--- src/verilog/adc_regs_pkg.sv ---
// Constants, types and register layout of the result/alert register bank.
// Assumes a single device clock; shared by the bank and its alert flag unit.
package adc_regs_pkg;

	// Register select codes (three low pointer bits)
	localparam logic [2:0] SEL_RESULT = 3'h0;
	localparam logic [2:0] SEL_STATUS = 3'h1;
	localparam logic [2:0] SEL_CONFIG = 3'h2;
	localparam logic [2:0] SEL_LOW = 3'h3;
	localparam logic [2:0] SEL_HIGH = 3'h4;
	localparam logic [2:0] SEL_HYST = 3'h5;
	localparam logic [2:0] SEL_LOWEST = 3'h6;
	localparam logic [2:0] SEL_HIGHEST = 3'h7;

	// Values after reset
	localparam logic [7:0] POINTER_RESET = 8'h00;
	localparam logic [15:0] RESULT_RESET = 16'h0000;
	localparam logic [7:0] STATUS_RESET = 8'h00;
	localparam logic [7:0] CONFIG_RESET = 8'h00;
	localparam logic [11:0] LOW_RESET = 12'h000;
	localparam logic [11:0] HIGH_RESET = 12'hFFF;
	localparam logic [11:0] HYST_RESET = 12'h000;
	localparam logic [11:0] LOWEST_RESET = 12'hFFF;
	localparam logic [11:0] HIGHEST_RESET = 12'h000;

	// Field positions
	localparam int RES_ALERT_BIT = 15;
	localparam int STAT_OVER_BIT = 1;
	localparam int STAT_UNDER_BIT = 0;
	localparam int CFG_HOLD_BIT = 4;
	localparam int CFG_FLAG_EN_BIT = 3;
	localparam int CFG_CYCLE_LSB = 5;
	localparam logic [7:0] CONFIG_WMASK = 8'hFD;
	localparam logic [7:0] STATUS_WMASK = 8'h03;

	// Automatic conversion interval base multiple (32 x base at code 1)
	localparam int AUTO_SHIFT_BASE = 4;
	// Default unit period of automatic conversion, cycles
	localparam int AUTO_UNIT_CYCLES = 256;

	// Byte phase within a transaction
	typedef enum logic [1:0] {PH_PTR, PH_MSB, PH_LSB} phase_e;

	// Conversion result handed over by the converter
	typedef struct packed {
		logic done;
		logic [11:0] value;
	} conv_in_s;

	// Limits and mode seen by the alert flag unit
	typedef struct packed {
		logic [11:0] low;
		logic [11:0] high;
		logic [11:0] hyst;
		logic hold;
	} alert_cfg_s;

	// Whole state of the register bank
	typedef struct packed {
		logic [7:0] pointer;
		logic [15:0] result;
		logic [7:0] config_r;
		logic [11:0] low;
		logic [11:0] high;
		logic [11:0] hyst;
		logic [11:0] lowest;
		logic [11:0] highest;
		phase_e phase;
		logic [7:0] msb_hold;
		logic [7:0] rd_data;
		logic rd_ack;
		logic conv_start;
		logic busy;
		logic [31:0] auto_cnt;
	} bank_state_s;

endpackage

--- src/verilog/adc_result_alert_registers.sv ---
// Register bank of a two-wire ADC: pointer, result, alert status and the
// other data registers, byte access from the bus controller logic.
// Assumes the bus front end delivers byte strobes on this clock and that
// the converter returns results on this clock as well.
`timescale 1ns/10ps

// How it works
// - first written byte loads the pointer
// - three low pointer bits select register
// - pointer resets to zero, selecting result
// - result at zero, read-only, resets zero
// - bit 15 is gated alert summary
// - bits 11:0 hold latest conversion
// - status at one, resets zero, read-write
// - status bits 7:2 read zero
// - over flag sets above high limit
// - over flag self-clears below high minus hysteresis
// - writing one clears over flag
// - under flag sets below low limit
// - under flag self-clears above low plus hysteresis
// - writing one clears under flag
// - result read or auto timer starts conversion
// - config bit 4 selects alert hold
// - config bit 3 enables summary bit
module adc_result_alert_registers
	import adc_regs_pkg::*;
#(
	parameter int AUTO_UNIT = AUTO_UNIT_CYCLES // Cycles per auto-conversion unit
)
(
	// Clock and reset
	input wire logic sys_clk,
	input wire logic reset_n,
	// Transaction framing from the bus front end
	input wire logic txn_start,
	input wire logic txn_is_write,
	// Write byte strobe
	input wire logic wr_valid,
	input wire logic [7:0] wr_byte,
	// Read byte request and answer
	input wire logic rd_req,
	output logic rd_ack,
	output logic [7:0] rd_byte,
	// Converter side
	output logic conv_start,
	input wire conv_in_s conv,
	// Alert flag levels
	output logic [1:0] alert_flags_out
);

	logic rst_meta_q; // Reset release, first stage
	logic rst_sync_q; // Reset release, usable copy
	bank_state_s cur_q; // Registered state
	bank_state_s nxt_d; // Next state
	logic [1:0] flags; // Over and under flags
	logic [1:0] clr; // Write-one-to-clear pulses
	alert_cfg_s acfg; // Limits handed to the flag unit
	logic [15:0] word; // Word selected by the pointer
	logic [31:0] auto_limit; // Current auto-conversion interval
	logic [2:0] cycle_code; // Automatic conversion code
	logic [2:0] sel; // Decoded register select

	// Register read view for a select code
	function automatic logic [15:0] read_word(input logic [2:0] s, input bank_state_s st,
		input logic [1:0] fl);
		logic [15:0] w;
		w = 16'h0000;
		case (s)
			SEL_RESULT: w = {st.config_r[CFG_FLAG_EN_BIT] & (|fl), 3'h0,
				st.result[11:0]};
			SEL_STATUS: w = {8'h00, 6'h00, fl};
			SEL_CONFIG: w = {8'h00, st.config_r & CONFIG_WMASK};
			SEL_LOW: w = {4'h0, st.low};
			SEL_HIGH: w = {4'h0, st.high};
			SEL_HYST: w = {4'h0, st.hyst};
			SEL_LOWEST: w = {4'h0, st.lowest};
			default: w = {4'h0, st.highest};
		endcase
		return w;
	endfunction

	// Narrow registers answer in one byte
	function automatic logic is_byte_reg(input logic [2:0] s);
		return (s == SEL_STATUS) || (s == SEL_CONFIG);
	endfunction

	// Reset release through two flops; asserts at once, releases on the clock
	always_ff @(posedge sys_clk or negedge reset_n)
	begin
		if (!reset_n)
		begin
			rst_meta_q <= 1'b0;
			rst_sync_q <= 1'b0;
		end
		else
		begin
			rst_meta_q <= 1'b1;
			rst_sync_q <= rst_meta_q;
		end
	end

	assign sel = cur_q.pointer[2:0];
	assign word = read_word(sel, cur_q, flags);
	assign cycle_code = cur_q.config_r[CFG_CYCLE_LSB +: 3];
	// Interval grows as 32, 64 ... 2048 units for codes 1 to 7
	assign auto_limit = 32'(AUTO_UNIT) << (AUTO_SHIFT_BASE + 32'(cycle_code));
	assign acfg = '{low: cur_q.low, high: cur_q.high, hyst: cur_q.hyst,
		hold: cur_q.config_r[CFG_HOLD_BIT]};

	// Clear pulses come from a committed status write; framing has priority
	assign clr = (!txn_start && wr_valid && txn_is_write && cur_q.phase == PH_MSB &&
		sel == SEL_STATUS) ? (wr_byte[1:0] & STATUS_WMASK[1:0]) : 2'b00;

	// Over and under flags
	alert_flags u_flags (
		.clk(sys_clk),
		.rst_n(rst_sync_q),
		.conv(conv),
		.acfg(acfg),
		.clr(clr),
		.flags(flags)
	);

	// Next state of the bank
	always_comb
	begin
		nxt_d = cur_q;
		nxt_d.rd_ack = 1'b0;
		nxt_d.conv_start = 1'b0;
		// Transaction start: writes begin with the pointer byte
		if (txn_start)
		begin
			nxt_d.phase = txn_is_write ? PH_PTR : PH_MSB;
			// Reading the result starts a new conversion
			if (!txn_is_write && sel == SEL_RESULT && !cur_q.busy)
			begin
				nxt_d.conv_start = 1'b1;
				nxt_d.busy = 1'b1;
			end
		end
		else if (wr_valid && txn_is_write)
		begin
			case (cur_q.phase)
				PH_PTR:
				begin
					// Whole byte is stored; only low three bits decode
					nxt_d.pointer = wr_byte;
					nxt_d.phase = PH_MSB;
				end
				PH_MSB:
				begin
					// Byte-wide registers commit here, others keep the high byte
					if (sel == SEL_CONFIG)
						nxt_d.config_r = wr_byte & CONFIG_WMASK;
					nxt_d.msb_hold = wr_byte;
					nxt_d.phase = is_byte_reg(sel) ? PH_MSB : PH_LSB;
				end
				PH_LSB:
				begin
					// Full word known: commit; result register ignores writes
					case (sel)
						SEL_LOW: nxt_d.low = {cur_q.msb_hold[3:0], wr_byte};
						SEL_HIGH: nxt_d.high = {cur_q.msb_hold[3:0], wr_byte};
						SEL_HYST: nxt_d.hyst = {cur_q.msb_hold[3:0], wr_byte};
						SEL_LOWEST: nxt_d.lowest = {cur_q.msb_hold[3:0], wr_byte};
						SEL_HIGHEST: nxt_d.highest = {cur_q.msb_hold[3:0], wr_byte};
						default: nxt_d.result = cur_q.result;
					endcase
					nxt_d.phase = PH_MSB;
				end
				default: nxt_d.phase = PH_PTR;
			endcase
		end
		else if (rd_req)
		begin
			// High byte first for word registers, then low byte, repeating
			nxt_d.rd_ack = 1'b1;
			if (is_byte_reg(sel) || cur_q.phase == PH_LSB)
			begin
				nxt_d.rd_data = word[7:0];
				nxt_d.phase = PH_MSB;
			end
			else
			begin
				nxt_d.rd_data = word[15:8];
				nxt_d.phase = PH_LSB;
			end
		end
		// Automatic conversion timer; code zero disables it
		if (cycle_code == 3'h0)
			nxt_d.auto_cnt = '0;
		else if (cur_q.auto_cnt >= auto_limit - 32'h1)
		begin
			nxt_d.auto_cnt = '0;
			if (!cur_q.busy)
			begin
				nxt_d.conv_start = 1'b1;
				nxt_d.busy = 1'b1;
			end
		end
		else
			nxt_d.auto_cnt = cur_q.auto_cnt + 32'h1;
		// Store the finished conversion and track extremes
		if (conv.done)
		begin
			nxt_d.result = {4'h0, conv.value};
			nxt_d.busy = 1'b0;
			if (conv.value < cur_q.lowest)
				nxt_d.lowest = conv.value;
			if (conv.value > cur_q.highest)
				nxt_d.highest = conv.value;
		end
	end

	// State register; reset clears pointer and result
	always_ff @(posedge sys_clk or negedge rst_sync_q)
	begin
		if (!rst_sync_q)
		begin
			cur_q <= '0;
			cur_q.pointer <= POINTER_RESET;
			cur_q.result <= RESULT_RESET;
			cur_q.config_r <= CONFIG_RESET;
			cur_q.low <= LOW_RESET;
			cur_q.high <= HIGH_RESET;
			cur_q.hyst <= HYST_RESET;
			cur_q.lowest <= LOWEST_RESET;
			cur_q.highest <= HIGHEST_RESET;
			cur_q.phase <= PH_PTR;
		end
		else
			cur_q <= nxt_d;
	end

	assign rd_ack = cur_q.rd_ack;
	assign rd_byte = cur_q.rd_data;
	assign conv_start = cur_q.conv_start;
	assign alert_flags_out = flags;

endmodule // adc_result_alert_registers

--- src/verilog/alert_flags.sv ---
// Over-range and under-range alert flags with hysteresis self-clear.
// Assumes conversion results and clear pulses arrive on the same clock.
`timescale 1ns/10ps
module alert_flags
	import adc_regs_pkg::*;
(
	// Clock and reset
	input wire logic clk,
	input wire logic rst_n,
	// Conversion and limits
	input wire conv_in_s conv,
	input wire alert_cfg_s acfg,
	// Write-one-to-clear strobes
	input wire logic [1:0] clr,
	// Flag outputs, bit 1 over, bit 0 under
	output logic [1:0] flags
);

	// All state of this unit
	typedef struct packed {
		logic over;
		logic under;
	} flag_state_s;

	flag_state_s cur_q; // Registered flags
	flag_state_s nxt_d; // Next flags
	logic [12:0] up_sum; // Value plus hysteresis, no wrap
	logic [12:0] low_sum; // Low limit plus hysteresis, no wrap

	// Sums kept one bit wider so adding hysteresis to a 12-bit value never wraps
	assign up_sum = {1'b0, conv.value} + {1'b0, acfg.hyst};
	assign low_sum = {1'b0, acfg.low} + {1'b0, acfg.hyst};

	// Next flag values; a set in the same cycle beats any clear
	always_comb
	begin
		nxt_d = cur_q;
		// Controller clear first, so a fresh set below overrides it
		if (clr[STAT_OVER_BIT])
			nxt_d.over = 1'b0;
		if (clr[STAT_UNDER_BIT])
			nxt_d.under = 1'b0;
		if (conv.done)
		begin
			// Over range: set above high, self-clear below high minus hysteresis
			if (conv.value > acfg.high)
				nxt_d.over = 1'b1;
			else if (!acfg.hold && (up_sum < {1'b0, acfg.high}))
				nxt_d.over = 1'b0;
			// Under range: set below low, self-clear above low plus hysteresis
			if (conv.value < acfg.low)
				nxt_d.under = 1'b1;
			else if (!acfg.hold && ({1'b0, conv.value} > low_sum))
				nxt_d.under = 1'b0;
		end
	end

	// Flag registers
	always_ff @(posedge clk or negedge rst_n)
	begin
		if (!rst_n)
			cur_q <= '0;
		else
			cur_q <= nxt_d;
	end

	assign flags = {cur_q.over, cur_q.under};

endmodule // alert_flags

--- config.mk ---
export PLATFORM = sky130hd
export DESIGN_NAME = adc_result_alert_registers
export DESIGN_NICKNAME = d
export VERILOG_FILES = /design/src/verilog/adc_regs_pkg.sv /design/src/verilog/adc_result_alert_registers.sv /design/src/verilog/alert_flags.sv
export SDC_FILE = /design/constraint.sdc
export NUM_CORES = 1
export LEC_CHECK = 0
export ABC_AREA = 1
export BUFFER_PORTS_ARGS = -buffer_cell sky130_fd_sc_hd__buf_2
export CAP_MARGIN = 20
export CORE_MARGIN = 2
export CORE_UTILIZATION = 53
export CTS_CLUSTER_DIAMETER = 60
export DETAILED_ROUTE_END_ITERATION = 12
export PLACE_DENSITY = 0.75
export SETUP_SLACK_MARGIN = 0.02
export SLEW_MARGIN = 20
export SYNTH_ARGS = -nofsm -noshare
export SYNTH_HDL_FRONTEND = slang
export SYNTH_SLANG_ARGS = --single-unit
--- constraint.sdc ---
create_clock -name sys_clk -period 6.9 [get_ports sys_clk]
set_input_delay 1.725 -clock sys_clk [delete_from_list [all_inputs] [get_ports sys_clk]]
set_output_delay 1.725 -clock sys_clk [all_outputs]
set_load 0.005 [all_outputs]
== Word-level counts from Yosys, hierarchy flattened ==
Cells that the tools add are included.

* Shift operators: 1
* Reduce and logical (&&, ||, !) cells: 28
* Add/sub/neg operators: 5
* Mux-type cells: 42
* Equal/unequal tests: 9
* Bitwise gates (word level): 3
* Order comparisons: 7

{| class="wikitable"
|+ Operators by type and width
! operator !! number
|-
| one-hot mux 16 bit (7 select lines) || 1
|-
| 2-to-1 mux 12 bit || 8
|-
| 2-to-1 mux 80 bit || 1
|-
| 2-to-1 mux 68 bit || 1
|-
| 2-to-1 mux 32 bit || 2
|-
| 2-to-1 mux 60 bit || 1
|-
| adder 32 x 1 -> 32 bit (second input constant) || 1
|-
| greater-or-equal comparator 32 bit || 1
|-
| << shifter 9 x 4 -> 32 bit (first input constant) || 1
|-
| subtractor 32 x 1 -> 32 bit (second input constant) || 1
|-
| adder 12 x 12 -> 13 bit || 2
|-
| > comparator 12 bit || 2
|-
| less-than comparator 12 bit || 2
|-
| 2-to-1 mux 2 bit || 12
|-
| 2-to-1 mux 24 bit || 1
|-
| 2-to-1 mux 8 bit || 3
|-
| AND reduction 4 bit || 4
|-
| > comparator 12 x 13 -> 1 bit || 1
|-
| less-than comparator 13 x 12 -> 1 bit || 1
|-
| equality test 3 bit (second input constant) || 4
|-
| 2-to-1 mux 1 bit || 11
|-
| logical AND 1 bit || 9
|-
| AND reduction 3 bit || 3
|-
| equality test 3 x 2 -> 1 bit (second input constant) || 2
|-
| other kinds (13) || 20
|}

* Input port bits: 27
* Logic and storage cells: 114
* Output and inout bits: 12
* Register bits after elaboration: 135

== Longest topological paths before layout ==
* Depth in word-level cells: 10
* Mapped depth: 20
* Mapped depth without buffers: 20

== By module ==
Synthesis repeated with hierarchy kept, for this count alone.

* Cells, all modules: 1,245
* Area, all modules: 9,566.7 µm²

{| class="wikitable"
|+ By module, submodules not included
! module !! cells each !! seq. area each (µm²) !! area an instance (µm²) !! instances
|-
| adc_result_alert_registers || 899 || 3,358.2 || 7,270.7 || 1
|-
| alert_flags || 346 || 50.0 || 2,296.0 || 1
|}

== Worst setup path before layout ==
OpenSTA, ideal clock, no wires.

* Kind: input to register
* Start: input conv[0] (netlist name)
* End: register u_flags.cur_q, in the netlist u_flags.flags[1]
* Cell stages on the path: 19
* Library setup time: 0.117 ns
* Setup slack: 2.778 ns
* Arrival: 4.006 ns
* Buffers on the path: 0
* Required time: 6.783 ns
* Cell sequence: ha_1 inv_1 fa_1 o31ai_1 nand3_1 o21ai_0 xor2_1 inv_1 ha_1 nand2_1 inv_1 nor3_1 nand2_1 nand2_1 nand2_1 nand2_1 nand2_1 nand2_1 nand2_1

{| class="wikitable"
|+ RTL lines
! item !! line !! text
|-
| start: declaration || adc_result_alert_registers.sv:46 || <nowiki>input wire conv_in_s conv,</nowiki>
|-
| end signal: assignment || alert_flags.sv:64 || <nowiki>cur_q <= nxt_d;</nowiki>
|-
| end: declaration || alert_flags.sv:25 || <nowiki>flag_state_s cur_q;</nowiki>
|}

==> summary.txt <==
Synth
  • Top post-synthesis cells by area: dfrtp_1 30%, ha_1 14%, nand2_1 12%, o21ai_0 6.8%, dfstp_2 6.8%
  • Share of the synthesized area in the top cell type: between 20% and 30%
  • Cell with the most instances after synthesis: nand2_1
  • Synthesized flop and latch total: 135
  • Commonest cells in the netlist: 307 x nand2_1, 155 x inv_1, 127 x o21ai_0, 111 x dfrtp_1, 105 x ha_1
  • EDFF count, synth: 0
  • Post-Syn Instances: 1209
  • Main synth FF type: dfrtp_1
  • Sequential share of the synthesized area: roughly 37%
  • FFs w/ async S/R, synth: 100.0%
  • Post-Syn Area: between 9000 and 10000 µm²
  • Synth Warn #: 0
  • Mean post-synth cell area: between 7 and 8 µm²
  • Netlist cell types: 44
  • Top cell type by total area after synthesis: dfrtp_1

Clock network
  • Cts bufs inserted: 17
  • # H-tree levels: 4
  • Postcts setup bufs: 0
  • Hold_buf cts: 0
  • CTS Sinks: between 100 and 150
  • Worst skew pair latency: 0.43 ns
  • CTS max path bufs: 2
  • CTS tree: built
  • Clock root buffer: clkbuf_16
  • Clock-pin slew on the worst setup and hold paths: 0.06 ns
  • CTS resizes: 0

Status
  • Status: finished, final reports clean

Timing
  • Slew @ Worst Pin: 1.031 ns
  • Slew headroom: 31.08%
  • Fin Setup TNS: 0 ns
  • Clock skew: 0.01165 ns
  • Slew Viols, Final: 0
  • Final setup fails: 0
  • Tmin final: 4.180 ns
  • Final setup margin: 2.720 ns
  • Achievable Freq: 239.3 MHz
  • RSZ-0062 raised after global routing: false
  • Final hold violation count: 0
  • Final Cycle Share: about three fifths

Placement
  • Port bufs: 38
  • Detailed placer's ending HPWL: 18830 µm
  • DP Worst Slack: 2.329 ns
  • Routability cong.: approximately 0.96
  • Number of instances in the placed design: 1454

Setup path
  • Reg2reg end: u_flags.flags[0]
  • Crit path kind: input port to register
  • Critical path capture point type: register
  • Req. time, crit path: 7.21 ns
  • Reg-to-reg slack, setup: 3.54 ns
  • Startpoint Class: input port
  • Worst R2R Start: acfg[25]
  • Worst-path maximum fanout: 8
  • Arr. time, crit path: between 4 and 5 ns
  • Cell depth of the worst flop-to-flop path: 19

Route
  • Via count: 8365
  • Met1 Routed Length: 11550 µm
  • Final wirelength: 25450 µm
  • Pre-antenna DRT Iters: 5
  • DR iter-0 viols: 841
  • Metal2 WL: 10810 µm
  • Vias/cell: 5.629
  • DRC violations left: 0
  • DR WL met3: 2338 µm
  • Post-route ant nets: 0
  • Highest metal used: met4
  • WL/cell: 17.13 µm

Power
  • P_leak: 4.972 nW
  • Total power: 3.366 mW
  • VDD IR max: 0.2034 mV
  • Power Density: 326.3 nW/µm²

GRT
  • GRT Overall Usage: 28.95%
  • Antenna violations before repair: 0
  • Overflow after GRT: 0
  • First-pass GRT wire length: 40890 µm
  • Number of global-route vias before repair: 7771
  • Pin count of the biggest net entering global routing: 60

Floorplanning
  • Die X: between 100 and 150 µm
  • IO Pins: 39
  • Initial core utilization: ~54%
  • Die area: ~19000 µm²
  • Row cnt: 48
  • Total core area: ~17000 µm²
  • Die Ht: 136.4 µm

Finish
  • Total Nets Final: 1382
  • Layout cells sized above 1: 10.31%
  • Area Overhead vs Synth: 11.05%
  • Ant. Diodes: 0
  • Fill cells: roughly 1600
  • Post-route insts no fill: approximately 1500

Min path
  • Hold Crit Class: register to asynchronous set/reset pin

Flow run
  • Max-Cap Viols: 0
[layer usage]
layer  global-route usage (%)  vias to the layer above
met3                    7.569                       63
li1                         -                     4059
met5                        0                        -
met4                    10.88                        0
met1                    40.38                     3844
met2                    43.10                      399
[worst max-delay path, stage by stage]
cell     delay, ns
buf_2         0.20
inv_1         0.12
fa_1          0.51
o31ai_1       0.41
nand3_1       0.16
o21ai_0       0.22
xor2_1        0.16
inv_1         0.05
ha_1          0.29
nand2_1       0.08
inv_1         0.04
nor3_1        0.16
nand2_1       0.08
nand2_1       0.05
nand2_1       0.05
nand2_1       0.05
nand2_1       0.05
nand2_1       0.05
nand2_1       0.04
[worst max-delay path by stage]
| stage | slack (ns) | to | from | cells after the start |
|---|---|---|---|---|
| CTS | 2.77 | u_flags.flags[1] | conv[1] | 19 |
| detailed placement | 2.33 | u_flags.flags[1] | conv[1] | 19 |
| finish | 2.72 | u_flags.flags[1] | conv[1] | 19 |
| global route | 2.48 | u_flags.flags[1] | conv[1] | 19 |
| global placement | 2.42 | u_flags.flags[1] | conv[1] | 19 |
| floorplan | 2.78 | u_flags.flags[1] | conv[0] | 19 |
[placed cells by master (no fill, tap or decap), drive strengths merged, types with 4 or more instances in the layout]
cell / instances
a21oi: 67
buf: 41
bufinv: 5
clkbuf: 20
clkinv: 5
conb: 16
dfrtp: 111
dfstp: 24
ha: 105
inv: 161
nand2: 312
nand3: 38
nand4: 16
nor2: 72
nor3: 22
nor4: 6
o211ai: 9
o21a: 4
o21ai: 146
o21bai: 5
o22ai: 18
xnor2: 16
xor2: 17
[power by group]
part | internal (mW) | switching, mW | leakage [nW]
registers | 0.994 | 0.146 | 1.69
clock network | 0.660 | 0.356 | 0.312
logic | 0.407 | 0.803 | 2.97
[sequential cells by signal (all words and copies together), names as in the netlist]
signal,cells
u_flags.flags,2
rd_ack,1
acfg,37
cur_q,84
rst_sync_q,1
rst_meta_q,1
rd_byte,8
conv_start,1
[per-stage QoR]
step / hold WS (ns) / utilization (%) / instance area (µm²)
3_3_place_gp: 0.2440 / 56.03 / 9658
6_report: 0.2326 / 59.84 / 10310
4_1_cts: 0.2530 / 59.84 / 10310
5_1_grt: 0.2801 / 59.84 / 10310
2_1_floorplan: 0.3312 / - / 9341
3_5_place_dp: 0.2430 / 56.03 / 9658
[cell type report]
cell class                 instances  area, µm²  area share, %
tap                              225      281.5          2.729
clock inverter                    12      200.2          1.941
inverter                         162      608.1          5.895
timing repair buffer              41      212.7          2.062
clock buffer                      20      456.7          4.427
multi-input combinational        891       5144          49.87
sequential                       135       3412          33.08
[cell families (layout without fill, tap and decap cells)]
logic type      count (synthesis)  after routing  synth area share [%]
simple gates                  474            474                 21.40
compound gates                261            261                 15.64
buf+inv                       197            235                 8.499
flops                         135            135                 36.69
fa+ha+maj                     107            107                 14.57
xor+xnor                       33             33                 3.111
other cells                     2             16               0.08085
No activity file was read; power rests on OpenSTA's default activity.
